===== src/rtl/sim_pkg.sv =====
// Shared constants for the program interrupt and motion command slice.
// Assumes a single 40 MHz clock domain and byte-wide host frames.
package sim_pkg;
  localparam int NSRC      = 26;
  localparam int NAXES     = 3;
  localparam int NTIMERS   = 3;
  localparam int NPINS     = 14;
  localparam int FRAME_LEN = 9;

  // Instruction codes
  localparam logic [7:0] OP_ROTATE_RIGHT = 8'h01;
  localparam logic [7:0] OP_ROTATE_LEFT  = 8'h02;
  localparam logic [7:0] OP_SOFT_STOP    = 8'h03;
  localparam logic [7:0] OP_SET_GLOBAL   = 8'h09;
  localparam logic [7:0] OP_IRQ_ENABLE   = 8'h19;
  localparam logic [7:0] OP_IRQ_DISABLE  = 8'h1A;
  localparam logic [7:0] OP_SET_VECTOR   = 8'h25;
  localparam logic [7:0] OP_IRQ_RETURN   = 8'h26;

  localparam logic [7:0] MOTION_TYPE     = 8'h00;
  localparam logic [7:0] IRQ_BANK        = 8'h03;
  localparam logic [7:0] ALL_IRQ_SYM     = 8'hFF;
  localparam logic [7:0] FIRST_TIMER_IRQ_SYM = 8'h00;
  localparam logic [7:0] PAR_TARGET_VEL  = 8'h02;
  localparam logic signed [31:0] VEL_LIMIT = 32'sh000007FF;

  // Reply status codes
  localparam logic [7:0] ST_OK      = 8'h64;
  localparam logic [7:0] ST_BAD_SUM = 8'h01;
  localparam logic [7:0] ST_BAD_CMD = 8'h02;
  localparam logic [7:0] ST_BAD_VAL = 8'h04;

  // Interrupt number of each source bit
  localparam logic [7:0] SRC_NUM [NSRC] = '{
    8'h00, 8'h01, 8'h02, 8'h03, 8'h04, 8'h05,
    8'h0F, 8'h10, 8'h11, 8'h15, 8'h16, 8'h17,
    8'h1B, 8'h1C, 8'h1D, 8'h1E, 8'h1F, 8'h20,
    8'h27, 8'h28, 8'h29, 8'h2A, 8'h2B, 8'h2C, 8'h2D, 8'h2E};

  // Register byte offsets
  localparam logic [7:0] OFS_CMD    = 8'h00;
  localparam logic [7:0] OFS_VALUE  = 8'h04;
  localparam logic [7:0] OFS_ACC    = 8'h08;
  localparam logic [7:0] OFS_XREG   = 8'h0C;
  localparam logic [7:0] OFS_FLAGS  = 8'h10;
  localparam logic [7:0] OFS_PC     = 8'h14;
  localparam logic [7:0] OFS_STATUS = 8'h18;
  localparam logic [7:0] OFS_PEND   = 8'h1C;
  localparam logic [7:0] OFS_ENABLE = 8'h20;
  localparam logic [7:0] OFS_MOTION = 8'h24;

  // Timer base tick
  localparam int CLK_HZ      = 40_000_000;
  localparam int TICK_MS     = 1;
  localparam int TICK_CYCLES = CLK_HZ / 1000 * TICK_MS;

  typedef enum logic [1:0] {F_IDLE, F_MODE, F_PAR, F_REPLY} sim_fsm_e;
endpackage


===== src/rtl/sim_core.sv =====
// Program interrupt dispatch and motion command decoding.
// Assumes a classic Wishbone master and a same-clock byte link to the host.
// Summary of operation
// Timers 0-2, position reached 3-5
// Stall 15-17, deviation 21-23
// Limit switches 27-32, input change 39-46
// Number 255 is the global enable
// Divert only if pending, enabled, vectored
// Save accumulator, X and flags first
// No nesting while a handler runs
// Return restores context and resumes program
// Global bank 3 configures interrupts
// Program vectors, configures, enables, then globally
// Handlers end with the return instruction
// Main flow never falls into handlers
// Right: velocity mode, then parameter 2
// Left: velocity mode, negated parameter 2
// Type 0, axis 0-2, velocity within 2047
// Stop: velocity mode, target speed zero
// Frame: address, instr, type, axis, value, sum
// Good motion commands reply status 100
// Codes: enable 25, disable 26, vector 37, return 38
// Host frames never touch the accumulator
// Checksum is byte sum of eight bytes
// Rotate right 1, rotate left 2
//
// Decided for this implementation: the placing of the registers and the Wishbone interface to the registers.
`timescale 1ns/10ps
module sim_core #(
  parameter logic [7:0] MODULE_ADDR = 8'h01,
  parameter logic [7:0] REPLY_ADDR  = 8'h02,
  parameter int         TICK_CYCLES = sim_pkg::TICK_CYCLES,
  parameter int         TIMER_W     = 16
) (
  input  wire logic        CLK_I,
  input  wire logic        RSTN_I,
  input  wire logic        CYC_I,
  input  wire logic        STB_I,
  input  wire logic        WE_I,
  input  wire logic [7:0]  ADR_I,
  input  wire logic [3:0]  SEL_I,
  input  wire logic [31:0] DAT_I,
  output logic      [31:0] DAT_O,
  output logic             ACK_O,
  input  wire logic [7:0]  RX_BYTE_I,
  input  wire logic        RX_VALID_I,
  output logic             RX_READY_O,
  output logic      [7:0]  TX_BYTE_O,
  output logic             TX_VALID_O,
  input  wire logic        TX_READY_I,
  input  wire logic [2:0]  EVT_POS_I,
  input  wire logic [2:0]  EVT_STALL_I,
  input  wire logic [2:0]  EVT_DEV_I,
  input  wire logic [5:0]  STOP_SW_I,
  input  wire logic [7:0]  IN_PIN_I,
  output logic             MODE_STB_O,
  output logic      [1:0]  AXIS_O,
  output logic             PAR_STB_O,
  output logic      [7:0]  PAR_NUM_O,
  output logic      [31:0] PAR_VAL_O,
  output logic      [2:0]  VEL_MODE_O,
  output logic             IRQ_ACTIVE_O
);
  localparam int NSRC = sim_pkg::NSRC;
  localparam int NP   = sim_pkg::NPINS;

  initial
  begin
    if (TICK_CYCLES < 2 || TIMER_W < 1 || TIMER_W > 32)
      $error("Unsupported parameter value");
  end

  // Register bus decode
  logic        wr, cmd_exec, irq_return_cmd_exec, take;
  logic [7:0]  op, typ, bank;
  logic [NSRC-1:0] match, req, evt;
  logic [4:0]  sel;
  logic [31:0] value_r;
  // Writes land on the edge where the master sees ack
  assign wr        = CYC_I && STB_I && ACK_O && WE_I;
  assign op        = DAT_I[7:0];
  assign typ       = DAT_I[15:8];
  assign bank      = DAT_I[23:16];
  assign cmd_exec  = wr && ADR_I == sim_pkg::OFS_CMD && (&SEL_I[2:0]);
  assign irq_return_cmd_exec = cmd_exec && op == sim_pkg::OP_IRQ_RETURN && IRQ_ACTIVE_O;

  function automatic logic [31:0] merge(input logic [31:0] old, input logic [31:0] nw,
                                        input logic [3:0] be);
    logic [31:0] r;
    r = old;
    for (int b = 0; b < 4; b++)
      if (be[b])
        r[8*b +: 8] = nw[8*b +: 8];
    return r;
  endfunction

  // Pin synchronisers with change detection
  logic [NP-1:0] pin_s1, pin_s2, pin_s3, pin_lvl, pin_chg;
  genvar g;
  for (g = 0; g < NP; g++)
  begin : g_pin
    always_ff @(posedge CLK_I or negedge RSTN_I)
    begin
      if (!RSTN_I)
      begin
        pin_s1[g]  <= 1'b0;
        pin_s2[g]  <= 1'b0;
        pin_s3[g]  <= 1'b0;
        pin_lvl[g] <= 1'b0;
        pin_chg[g] <= 1'b0;
      end
      else
      begin
        pin_s1[g]  <= (g < 6) ? STOP_SW_I[g % 6] : IN_PIN_I[(g + 2) % 8];
        pin_s2[g]  <= pin_s1[g];
        pin_s3[g]  <= pin_s2[g];
        pin_chg[g] <= (pin_s2[g] == pin_s3[g]) && (pin_s3[g] != pin_lvl[g]);
        if (pin_s2[g] == pin_s3[g])
          pin_lvl[g] <= pin_s3[g];
      end
    end
  end

  // Millisecond tick and interval timers
  logic [31:0] div_r;
  logic        tick_r;
  logic [TIMER_W-1:0] tmr_cnt [sim_pkg::NTIMERS];
  logic [TIMER_W-1:0] tmr_ival [sim_pkg::NTIMERS];
  logic [sim_pkg::NTIMERS-1:0] tmr_evt;
  always_ff @(posedge CLK_I or negedge RSTN_I)
  begin
    if (!RSTN_I)
    begin
      div_r  <= 32'h0000_0000;
      tick_r <= 1'b0;
    end
    else
    begin
      tick_r <= (div_r == 32'(TICK_CYCLES - 1));
      div_r  <= (div_r == 32'(TICK_CYCLES - 1)) ? 32'h0000_0000 : div_r + 32'h0000_0001;
    end
  end
  for (g = 0; g < sim_pkg::NTIMERS; g++)
  begin : g_tmr
    always_ff @(posedge CLK_I or negedge RSTN_I)
    begin
      if (!RSTN_I)
      begin
        tmr_ival[g] <= '0;
        tmr_cnt[g]  <= '0;
        tmr_evt[g]  <= 1'b0;
      end
      else
      begin
        tmr_evt[g] <= 1'b0;
        if (cmd_exec && op == sim_pkg::OP_SET_GLOBAL && bank == sim_pkg::IRQ_BANK
            && typ == sim_pkg::FIRST_TIMER_IRQ_SYM + 8'(g))
        begin
          tmr_ival[g] <= value_r[TIMER_W-1:0];
          tmr_cnt[g]  <= '0;
        end
        else if (tick_r && tmr_ival[g] != '0)
        begin
          if (tmr_cnt[g] + 1'b1 >= tmr_ival[g])
          begin
            tmr_cnt[g] <= '0;
            tmr_evt[g] <= 1'b1;
          end
          else
            tmr_cnt[g] <= tmr_cnt[g] + 1'b1;
        end
      end
    end
  end

  // Source bit order follows the interrupt number table
  assign evt = {pin_chg[13:6], pin_chg[5:0], EVT_DEV_I, EVT_STALL_I, EVT_POS_I, tmr_evt};

  // Pending, enable and vector state
  logic [NSRC-1:0] pend_r, en_r, vvalid_r;
  logic [15:0]     vaddr_r [NSRC];
  logic            glob_en_r;

  for (g = 0; g < NSRC; g++)
  begin : g_src
    assign match[g] = (typ == sim_pkg::SRC_NUM[g]);
    assign req[g]   = pend_r[g] && en_r[g] && vvalid_r[g];
    always_ff @(posedge CLK_I or negedge RSTN_I)
    begin
      if (!RSTN_I)
      begin
        pend_r[g]   <= 1'b0;
        en_r[g]     <= 1'b0;
        vvalid_r[g] <= 1'b0;
        vaddr_r[g]  <= 16'h0000;
      end
      else
      begin
        pend_r[g] <= evt[g] || (pend_r[g] && !(take && sel == 5'(g)));
        if (cmd_exec && match[g] && op == sim_pkg::OP_IRQ_ENABLE)
          en_r[g] <= 1'b1;
        else if (cmd_exec && match[g] && op == sim_pkg::OP_IRQ_DISABLE)
          en_r[g] <= 1'b0;
        if (cmd_exec && match[g] && op == sim_pkg::OP_SET_VECTOR)
        begin
          vvalid_r[g] <= 1'b1;
          vaddr_r[g]  <= value_r[15:0];
        end
      end
    end
  end

  // Lowest source number wins
  always_comb
  begin
    sel = 5'h00;
    for (int i = NSRC - 1; i >= 0; i--)
      if (req[i])
        sel = 5'(i);
  end
  assign take = glob_en_r && !IRQ_ACTIVE_O && (|req) && !wr;

  always_ff @(posedge CLK_I or negedge RSTN_I)
  begin
    if (!RSTN_I)
    begin
      glob_en_r <= 1'b0;
      value_r   <= 32'h0000_0000;
    end
    else
    begin
      if (cmd_exec && typ == sim_pkg::ALL_IRQ_SYM && op == sim_pkg::OP_IRQ_ENABLE)
        glob_en_r <= 1'b1;
      else if (cmd_exec && typ == sim_pkg::ALL_IRQ_SYM && op == sim_pkg::OP_IRQ_DISABLE)
        glob_en_r <= 1'b0;
      if (wr && ADR_I == sim_pkg::OFS_VALUE)
        value_r <= merge(value_r, DAT_I, SEL_I);
    end
  end

  // Program context with shadow copy
  logic [31:0] acc_r, x_r, sh_acc_r, sh_x_r;
  logic [3:0]  flg_r, sh_flg_r;
  logic [15:0] pc_r, sh_pc_r;
  logic [7:0]  last_num_r;
  logic [31:0] pc_wr;
  assign pc_wr = merge({16'h0000, pc_r}, DAT_I, SEL_I);
  always_ff @(posedge CLK_I or negedge RSTN_I)
  begin
    if (!RSTN_I)
    begin
      acc_r <= '0; x_r <= '0; flg_r <= '0; pc_r <= '0;
      sh_acc_r <= '0; sh_x_r <= '0; sh_flg_r <= '0; sh_pc_r <= '0;
      IRQ_ACTIVE_O <= 1'b0;
      last_num_r   <= 8'h00;
    end
    else if (take)
    begin
      sh_acc_r     <= acc_r;
      sh_x_r       <= x_r;
      sh_flg_r     <= flg_r;
      sh_pc_r      <= pc_r;
      pc_r         <= vaddr_r[sel];
      last_num_r   <= sim_pkg::SRC_NUM[sel];
      IRQ_ACTIVE_O <= 1'b1;
    end
    else if (irq_return_cmd_exec)
    begin
      acc_r        <= sh_acc_r;
      x_r          <= sh_x_r;
      flg_r        <= sh_flg_r;
      pc_r         <= sh_pc_r;
      IRQ_ACTIVE_O <= 1'b0;
    end
    else if (wr)
    begin
      if (ADR_I == sim_pkg::OFS_ACC)
        acc_r <= merge(acc_r, DAT_I, SEL_I);
      if (ADR_I == sim_pkg::OFS_XREG)
        x_r <= merge(x_r, DAT_I, SEL_I);
      if (ADR_I == sim_pkg::OFS_FLAGS && SEL_I[0])
        flg_r <= DAT_I[3:0];
      if (ADR_I == sim_pkg::OFS_PC)
        pc_r <= pc_wr[15:0];
    end
  end

  // Wishbone answer, one wait state, unmapped reads zero
  always_ff @(posedge CLK_I or negedge RSTN_I)
  begin
    if (!RSTN_I)
    begin
      ACK_O <= 1'b0;
      DAT_O <= 32'h0000_0000;
    end
    else
    begin
      ACK_O <= CYC_I && STB_I && !ACK_O;
      unique case (ADR_I)
        sim_pkg::OFS_VALUE:  DAT_O <= value_r;
        sim_pkg::OFS_ACC:    DAT_O <= acc_r;
        sim_pkg::OFS_XREG:   DAT_O <= x_r;
        sim_pkg::OFS_FLAGS:  DAT_O <= {28'h0000000, flg_r};
        sim_pkg::OFS_PC:     DAT_O <= {16'h0000, pc_r};
        sim_pkg::OFS_STATUS: DAT_O <= {16'h0000, last_num_r, 6'h00, glob_en_r, IRQ_ACTIVE_O};
        sim_pkg::OFS_PEND:   DAT_O <= {6'h00, pend_r};
        sim_pkg::OFS_ENABLE: DAT_O <= {6'h00, en_r};
        sim_pkg::OFS_MOTION: DAT_O <= {29'h00000000, VEL_MODE_O};
        default:             DAT_O <= 32'h0000_0000;
      endcase
    end
  end

  // Host frame path
  logic [63:0] head;
  logic        sum_ok, rx_done;
  sim_frame_rx #(.FRAME_LEN(sim_pkg::FRAME_LEN)) u_rx (
    .clk_i    (CLK_I),
    .rstn_i   (RSTN_I),
    .take_i   (RX_VALID_I && RX_READY_O),
    .byte_i   (RX_BYTE_I),
    .head_o   (head),
    .sum_ok_o (sum_ok),
    .done_o   (rx_done)
  );

  logic [7:0]  f_addr, f_op, f_typ, f_axis;
  logic signed [31:0] f_val;
  logic        op_known, fields_ok;
  assign f_addr    = head[63:56];
  assign f_op      = head[55:48];
  assign f_typ     = head[47:40];
  assign f_axis    = head[39:32];
  assign f_val     = head[31:0];
  assign op_known  = f_op == sim_pkg::OP_ROTATE_RIGHT || f_op == sim_pkg::OP_ROTATE_LEFT
                     || f_op == sim_pkg::OP_SOFT_STOP;
  assign fields_ok = f_typ == sim_pkg::MOTION_TYPE && f_axis < 8'(sim_pkg::NAXES)
                     && (f_op == sim_pkg::OP_SOFT_STOP
                         || (f_val <= sim_pkg::VEL_LIMIT && f_val >= -sim_pkg::VEL_LIMIT));

  sim_pkg::sim_fsm_e st_r;
  logic [7:0]  rep_st_r, rep_op_r;
  logic [3:0]  tx_idx_r;
  logic [31:0] vel_r;

  function automatic logic [7:0] rep_byte(input logic [3:0] i, input logic [7:0] s,
                                          input logic [7:0] o);
    unique case (i)
      4'h0:    return REPLY_ADDR;
      4'h1:    return MODULE_ADDR;
      4'h2:    return s;
      4'h3:    return o;
      4'h8:    return REPLY_ADDR + MODULE_ADDR + s + o;
      default: return 8'h00;
    endcase
  endfunction

  // Frame sequencer; accumulator is never written here
  always_ff @(posedge CLK_I or negedge RSTN_I)
  begin
    if (!RSTN_I)
    begin
      st_r       <= sim_pkg::F_IDLE;
      RX_READY_O <= 1'b0;
      TX_VALID_O <= 1'b0;
      TX_BYTE_O  <= 8'h00;
      tx_idx_r   <= 4'h0;
      rep_st_r   <= 8'h00;
      rep_op_r   <= 8'h00;
      vel_r      <= 32'h0000_0000;
      MODE_STB_O <= 1'b0;
      PAR_STB_O  <= 1'b0;
      AXIS_O     <= 2'b00;
      PAR_NUM_O  <= 8'h00;
      PAR_VAL_O  <= 32'h0000_0000;
      VEL_MODE_O <= 3'b000;
    end
    else
    begin
      MODE_STB_O <= 1'b0;
      PAR_STB_O  <= 1'b0;
      unique case (st_r)
        sim_pkg::F_IDLE:
        begin
          RX_READY_O <= !rx_done;
          if (rx_done && f_addr == MODULE_ADDR)
          begin
            RX_READY_O <= 1'b0;
            rep_op_r   <= f_op;
            AXIS_O     <= f_axis[1:0];
            vel_r      <= (f_op == sim_pkg::OP_ROTATE_LEFT) ? -f_val : f_val;
            if (f_op == sim_pkg::OP_SOFT_STOP)
              vel_r <= 32'h0000_0000;
            if (!sum_ok)
              rep_st_r <= sim_pkg::ST_BAD_SUM;
            else if (!op_known)
              rep_st_r <= sim_pkg::ST_BAD_CMD;
            else if (!fields_ok)
              rep_st_r <= sim_pkg::ST_BAD_VAL;
            else
              rep_st_r <= sim_pkg::ST_OK;
            st_r <= (sum_ok && op_known && fields_ok) ? sim_pkg::F_MODE : sim_pkg::F_REPLY;
          end
        end
        sim_pkg::F_MODE:
        begin
          MODE_STB_O         <= 1'b1;
          VEL_MODE_O[AXIS_O] <= 1'b1;
          st_r               <= sim_pkg::F_PAR;
        end
        sim_pkg::F_PAR:
        begin
          PAR_STB_O <= 1'b1;
          PAR_NUM_O <= sim_pkg::PAR_TARGET_VEL;
          PAR_VAL_O <= vel_r;
          st_r      <= sim_pkg::F_REPLY;
        end
        sim_pkg::F_REPLY:
        begin
          if (!TX_VALID_O)
          begin
            TX_VALID_O <= 1'b1;
            TX_BYTE_O  <= rep_byte(4'h0, rep_st_r, rep_op_r);
            tx_idx_r   <= 4'h0;
          end
          else if (TX_READY_I)
          begin
            if (tx_idx_r == 4'(sim_pkg::FRAME_LEN - 1))
            begin
              TX_VALID_O <= 1'b0;
              RX_READY_O <= 1'b1;
              st_r       <= sim_pkg::F_IDLE;
            end
            else
            begin
              tx_idx_r  <= tx_idx_r + 4'h1;
              TX_BYTE_O <= rep_byte(tx_idx_r + 4'h1, rep_st_r, rep_op_r);
            end
          end
        end
      endcase
    end
  end
endmodule


===== src/rtl/sim_frame_rx.sv =====
// Collects host bytes into a nine byte frame and checks its sum.
// Assumes byte strobes come from logic on the same clock.
`timescale 1ns/10ps
module sim_frame_rx #(
  parameter int FRAME_LEN = sim_pkg::FRAME_LEN
) (
  input  wire logic                   clk_i,
  input  wire logic                   rstn_i,
  input  wire logic                   take_i,
  input  wire logic [7:0]             byte_i,
  output logic      [8*FRAME_LEN-9:0] head_o,
  output logic                        sum_ok_o,
  output logic                        done_o
);
  logic [7:0] buf_r [FRAME_LEN-1];
  logic [7:0] sum_r;
  logic [3:0] cnt_r;

  initial
  begin
    if (FRAME_LEN < 2 || FRAME_LEN > 15)
      $error("FRAME_LEN out of range");
  end

  // Byte counting and running sum
  always_ff @(posedge clk_i or negedge rstn_i)
  begin
    if (!rstn_i)
    begin
      cnt_r    <= 4'h0;
      sum_r    <= 8'h00;
      done_o   <= 1'b0;
      sum_ok_o <= 1'b0;
    end
    else
    begin
      done_o <= 1'b0;
      if (take_i)
      begin
        if (cnt_r == 4'(FRAME_LEN - 1))
        begin
          done_o   <= 1'b1;
          sum_ok_o <= (sum_r == byte_i);
          cnt_r    <= 4'h0;
          sum_r    <= 8'h00;
        end
        else
        begin
          cnt_r <= cnt_r + 4'h1;
          sum_r <= sum_r + byte_i;
        end
      end
    end
  end

  // Frame bytes, first byte in the top lane
  genvar g;
  for (g = 0; g < FRAME_LEN - 1; g++)
  begin : g_byte
    always_ff @(posedge clk_i or negedge rstn_i)
    begin
      if (!rstn_i)
        buf_r[g] <= 8'h00;
      else if (take_i && cnt_r == 4'(g))
        buf_r[g] <= byte_i;
    end
    assign head_o[8*(FRAME_LEN-1-g)-1 -: 8] = buf_r[g];
  end
endmodule


===== config.mk =====
export PLATFORM = sky130hd
export DESIGN_NAME = sim_core
export DESIGN_NICKNAME = d
export VERILOG_FILES = /design/src/rtl/sim_pkg.sv /design/src/rtl/sim_core.sv /design/src/rtl/sim_frame_rx.sv
export SDC_FILE = /design/constraint.sdc
export NUM_CORES = 2
export LEC_CHECK = 0
export ABC_AREA = 1
export BUFFER_PORTS_ARGS = -buffer_cell sky130_fd_sc_hd__buf_2
export CAP_MARGIN = 20
export CORE_MARGIN = 10
export CORE_UTILIZATION = 55
export CTS_CLUSTER_SIZE = 25
export DETAILED_ROUTE_END_ITERATION = 8
export PLACE_DENSITY = 0.72
export SETUP_SLACK_MARGIN = 0.15
export SYNTH_ARGS = -nofsm -noshare
export SYNTH_HDL_FRONTEND = slang
export SYNTH_SLANG_ARGS = --single-unit

===== constraint.sdc =====
create_clock -name CLK_I -period 3.9 [get_ports CLK_I]
set_input_delay 0.78 -clock CLK_I [delete_from_list [all_inputs] [get_ports CLK_I]]
set_output_delay 0.78 -clock CLK_I [all_outputs]
set_load 0.005 [all_outputs]

; ---- Word level (Yosys, flattened, before mapping)
; Memories as Yosys holds them, arrays and structs flattened. A register that Yosys moved wholly into a read port is not among the register bits.
; Cells that the tools add are included.
; W data, S select, Z words.
[word_totals]
register_bits = 1113
latchBits = 0
ram_bits = 0
romBits = 256
inputBits = 82
n_memories = 1
[classes]
n_addsub = 10
multipliers = 0
div = 0
order_cmp = 9
n_eq_ne = 122
shifts = 0
muxes = 156
bitwise = 3
reduce_logical = 398
[mem_list]
columns = memory, words, word_bits, read_ports, rd_ports_with_merged_regs, wr, line
row1 = (no name shown), 32, 8, 1, 1, 0, sim_core.sv:264  ; last_num_r <= sim_pkg::SRC_NUM[sel];
[ops]
columns = op, n
row1 = $mux W32, 9
row2 = $pmux W32 S9, 1
row3 = $logic_and A1 B1 Y1, 262
row4 = $mux W16, 15
row5 = $mux W5, 26
row6 = $eq A8 B5 Y1 const B, 16
row7 = $eq A8 B6 Y1 const B, 13
row8 = $bmux W16 S5, 1
row9 = $reduce_bool A2 Y1, 40
row10 = $mux W1, 77
row11 = $mux W8, 8
row12 = $eq A5 B5 Y1 const B, 10
row13 = $add A16 B1 Y16 const B, 3
row14 = $ge A16 B16 Y1, 3
row15 = $reduce_bool A16 Y1, 3
row16 = $eq A5 B4 Y1 const B, 8
row17 = $eq A8 B2 Y1 const B, 5
row18 = $pmux W8 S5, 1
row19 = $reduce_and A4 Y1, 10
row20 = $add A32 B1 Y32 const B, 1
row21 = $eq A32 B16 Y1 const B, 1
row22 = $eq A8 B4 Y1 const B, 4
row23 = $ge A32 B12 Y1 const B, 1
row24 = $le A32 B12 Y1 const B, 1
row25 = other kinds (44), 179

; ---- Logic depth before layout (Yosys ltp)
[logic_depth]
depth_word = 33
depth_mapped = 38
mapped_depth_nobuf = 36

; ---- Hierarchy
; A second synthesis with hierarchy kept.
[hier_totals]
hier_cells = 6436
hier_area_um2 = 52858.2
[modules_own_cells]
columns = module, instances, cells_each, area_per_inst_um2
row1 = sim_core, 1, 6096, 49603.8
row2 = sim_frame_rx, 1, 340, 3254.4

; ---- Worst setup path after synthesis
; OpenSTA, ideal clock, no wires.
[synth_timing]
kind = register to register
startpoint = register tmr_cnt[0] (netlist name)
endpoint = register tmr_cnt[10] (netlist name)
setup_ns = 0.083
arrival_time_ns = 3.219
slack_ns = 0.598
path_stages_with_launch = 21
n_path_buf = 1
synth_period_minus_slack_ns = 3.302
path_cell_list = dfrtp_1 -> ha_1 -> nand3_1 -> nor2_1 -> nand2_1 -> nor3_1 -> nand2_1 -> nor2_1 -> nand3_1 -> nor3_1 -> xor2_1 -> inv_1 -> ha_1 -> nand4_1 -> inv_1 -> a2111oi_0 -> nand3_1 -> inv_1 -> nand2_1 -> buf_1 -> o22ai_1
[synth_between]
elab_chain_len = 5
[synth_rtl]
columns = element, line
row1 = "start, declared", sim_core.sv:127  ; logic [TIMER_W-1:0] tmr_cnt [sim_pkg::NTIMERS];
row2 = "start signal, assigned by index", sim_core.sv:170  ; tmr_cnt[g] <= tmr_cnt[g] + 1'b1;
row3 = $add A16 B1 Y16 *, "sim_core.sv:164, sim_core.sv:170"
row4 = $ge A16 B16 Y1, sim_core.sv:164  ; if (tmr_cnt[g] + 1'b1 >= tmr_ival[g])
row5 = $mux W16 *, sim_core.sv:164
row6 = $mux W16 *, sim_core.sv:162  ; else if (tick_r && tmr_ival[g] != '0)
row7 = $mux W16 *, sim_core.sv:156  ; if (cmd_exec && op == sim_pkg::OP_SET_GLOBAL && bank == sim_pkg::IRQ_BANK
; Every way passes the cells marked *; elsewhere a longest branch is shown, timed or not. The select of a mux whose other input is x is not followed.
; A chain may end at the register's enable or synchronous reset.

; ---- Worst setup path after layout
[layout_timing]
startpoint = register tmr_cnt[0] (netlist name)
endpoint = register tmr_cnt[11] (netlist name)
; The elaborated chain is that of the path after synthesis.

==> out/metrics.yaml <==
status: "finished, final reports clean"
hold_class: "input pin to async pin"
timing.rr.start: "tmr_cnt[0]"
syn_area_um2: 52800
grt_max_degree: 180
cts_root_buf: "clkbuf_16"
drv_slew: 0
fmax_mhz: 278
cts_tree: "built"
synth_compound_area_share_pct: 12.4
yosysTopAreaCellShare_pct: 52.9
start_util_pct: 55.5
synth_top_family_by_area: "simple AND/OR/NAND/NOR gates"
tns_ps: 0
synth-xor-area-share_pct: 1.16
grt_pass1_wl_um: 244000
worstSetupEndpoint: "tmr_cnt[11]"
clockPowerShare_pct: 43.3
combPwrFrac_pct: 8.7
cp-end-kind: "flop"
critPathLaunch: "tmr_cnt[0]"
clk_pin_slew_worst_paths_ps: 60
htree_num_levels: 3
cp_max_fo: 14
first_pass_iters: 8
drive_gt1_share_pct: 8.10
finalSetupViolations: 0
nets: 6693
yosysWarningCount: 0
layout-area-overhead-vs-synth_pct: 11.9
die_h_um: 330
fin_crit_sh_pct: 92.2
yosys_most_used_dff: "dfrtp_1"
p_sw_share_pct: 25.8
peakVddDrop_v: 0.000484
power_density_nw_per_um2: 444
dieWidth_um: 330
dp_hpwl_um: 102000
synth_top_area_cell: "dfrtp_1"
async_reset_ff_share_pct: 100
period_needed_ps: 3590
place_congestion: 0.941
pwr-share-seq_pct: 48.0
core_um2: 95200
p_switching_mw: 6.76
synthCells: 6453
globalRouteOverflowTotal: 0
crit_required_ps: 4530
gr-usage-all-layers_pct: 28.2
internal_power_mw: 19.5
portBuffers: 165
routed_wl_um: 155000
yosysUniqueCellTypes: 62
rsz0062_at_grt: "true"
insertion_delay_ps: 720
cts_buffers: 115
vias: 44700
dp.cells: 7665
drcViolationCount: 0
vias_per_cell: 5.67
wl_per_cell_um: 19.6
dieArea_um2: 109000
drtAntennaViolNets: 0
worst_slew_pin_slew_ps: 1100
synthMuxAreaShare_pct: 0.329
nFillCells: 8101
hold_viol_final: 0
r2r_end: "tmr_cnt[11]"
synth_edf_count: 0
clock-sinks: 1115
critPathLaunchType: "flop"
relSlewSlack_pct: 26.4
grt_pass1_vias: 43300
synth_simple_gate_area_share_pct: 22.5
whs_ps: 21.3
crit_type: "flop to flop"
synthAdderAreaFrac_pct: 2.16
r2r_slack_ps: 310
cp.arrival_ps: 4220
synth-seq-cells: 1115
drt-initial-drc-count: 4721
num_io_pins: 173
clockBufferDepth: 3
antenna_found_initial: 13
cap_violations: 0
fp-row-count: 113
finalNonFillerCells: 7888
r2r_cells: 19
synth-seq-area-share_pct: 52.9
ys_top_cells_by_area: "dfrtp_1 (53%), nand2_1 (12%), o21ai_0 (7.3%), inv_1 (5.8%), nor2_1 (3.7%)"
syn_area_per_cell_um2: 8.18
fin_skew_ps: 30.5
p_leak_nw: 28.8
stage by stage:
step / instance area [um^2] / power (mW) / util [%] / setup WS (ps)
4_1_cts: 58900 / 26.3 / 61.9 / 153
6_report: 59100 / 26.2 / 62.1 / 306
3_5_place_dp: 55000 / 15.0 / 57.8 / -15.3
3_3_place_gp: 55000 / 15.0 / 57.8 / -17.3
5_1_grt: 59100 / 27.2 / 62.1 / 86.4
2_1_floorplan: 52800 / 14.1 / - / 598
final cells by class:
class / instances / area (um^2) / share of cell area (%)
Tap cell: 1265 / 1580 / 2.68
Clock buffer: 172 / 3460 / 5.87
Multi-Input combinational cell: 4170 / 20500 / 34.7
Timing Repair Buffer: 284 / 2020 / 3.43
Inverter: 835 / 3150 / 5.33
Antenna cell: 7 / 17.5 / 0.0297
Clock inverter: 40 / 448 / 0.758
Sequential cell: 1115 / 27900 / 47.2
flip-flops by register name, summed over array words and instances, names as in the netlist, 16 cells and up:
register and flops:
vaddr_r 416, u_rx.head_o 64, tmr_cnt 48, tmr_ival 48, DAT_O 32, PAR_VAL_O 32, acc_r 32, div_r 32
sh_acc_r 32, sh_x_r 32, value_r 32, vel_r 32, x_r 32, en_r 26, pend_r 26, vvalid_r 26
evt 17, pc_r 16, sh_pc_r 16
power by group through the flow:
stage               sequential, mW  combinational, mW  clock, mW
finish                        12.6               2.29       11.4
global route                  12.6               2.64       12.0
CTS                           12.6               2.31       11.5
detailed placement            12.8               2.29          0
global placement              12.7               2.21          0
floorplan                     12.6               1.47          0
cells in the mapped netlist, types with 3 or more instances:
cell type / instances
a21oi_1: 140
or2_2: 5
buf_1: 10
mux2i_1: 5
a22o_1: 7
a31oi_1: 70
o21ai_1: 12
a221oi_1: 24
o21ai_0: 773
o21bai_1: 4
buf_2: 23
nand2_1: 1635
mux2_2: 11
buf_6: 12
a21o_1: 6
buf_4: 12
clkbuf_1: 282
o2111ai_1: 8
dfrtp_1: 1115
inv_1: 821
xnor2_1: 13
xor2_1: 57
o211a_1: 3
o21a_1: 3
ha_1: 88
clkinv_1: 6
o32ai_1: 10
o31ai_1: 9
o221ai_1: 30
nand3_1: 379
nor4_1: 27
o211ai_1: 11
nand3b_1: 118
inv_2: 8
nor2_1: 515
nand4_1: 60
o22ai_1: 38
nor3_1: 58
a32o_1: 12
how the worst min path moves through the flow:
| stage | startpoint | endpoint | slack (ps) | cells after the start |
|---|---|---|---|---|
| CTS | RSTN_I | vaddr_r[56] | 20 | 1 |
| floorplan | pin_s1[0] | pin_s2[0] | 330 | 0 |
| finish | RSTN_I | vaddr_r[56] | 20 | 1 |
| detailed placement | pin_s1[4] | pin_s2[4] | 340 | 0 |
| global route | RSTN_I | vaddr_r[56] | 40 | 1 |
| global placement | pin_s1[8] | pin_s2[8] | 330 | 0 |
metal layers:
layer / global-route usage, % / up-vias / share of wire, %
li1: - / 20900 / -
met1: 37.5 / 21600 / 41
met2: 44.7 / 1821 / 46
met3: 5.46 / 379 / 8.0
met4: 12.5 / 10 / 4.7
met5: 0 / - / 0.040
cell usage in the layout (no fill, tap or decap), types with 30 or more instances in the layout:
cell	netlist	layout
buf_4	12	95
a21oi_1	140	138
nand3b_1	118	118
dfrtp_1	1115	1115
xor2_1	57	57
o21ai_0	773	773
buf_2	23	164
clkbuf_8	0	33
nand2_1	1635	1631
nand3_1	379	379
inv_1	821	818
a31oi_1	70	70
nor3_1	58	52
clkbuf_16	0	118
ha_1	88	88
o22ai_1	38	38
nand4_1	60	60
nor2_1	515	509
o221ai_1	30	30
critical path: stages (launching register included):
cell       delay [ps]
dfrtp_1           390
ha_1              210
nand3_1           130
nor2_1            140
nand2_1           110
nor3_2            190
nand2_1           100
nor2_2            130
nand3_1           140
nor3_2            180
xor2_1            260
inv_1              80
ha_1              290
nand4_1           100
inv_1              70
a2111oi_2         370
nand3_1           160
inv_2             120
nand2_4           120
o22ai_1           200
what timing repair did:
item                       in CTS  in global routing
cloned                          0                  1
pin swaps                       0                  2
gates resized for setup         4                 29
hold buffers                    0                  0
setup endpoints to repair      15                 55
buffers inserted                0                  3
logic make-up after synthesis:
family          Yosys count
compound gates         1175
xor+xnor                 70
fa+ha+maj                90
buf+inv                1174
flops                  1115
mux                      16
other cells               1
simple gates           2812
Note: power is estimated with default switching activity, not from simulation.
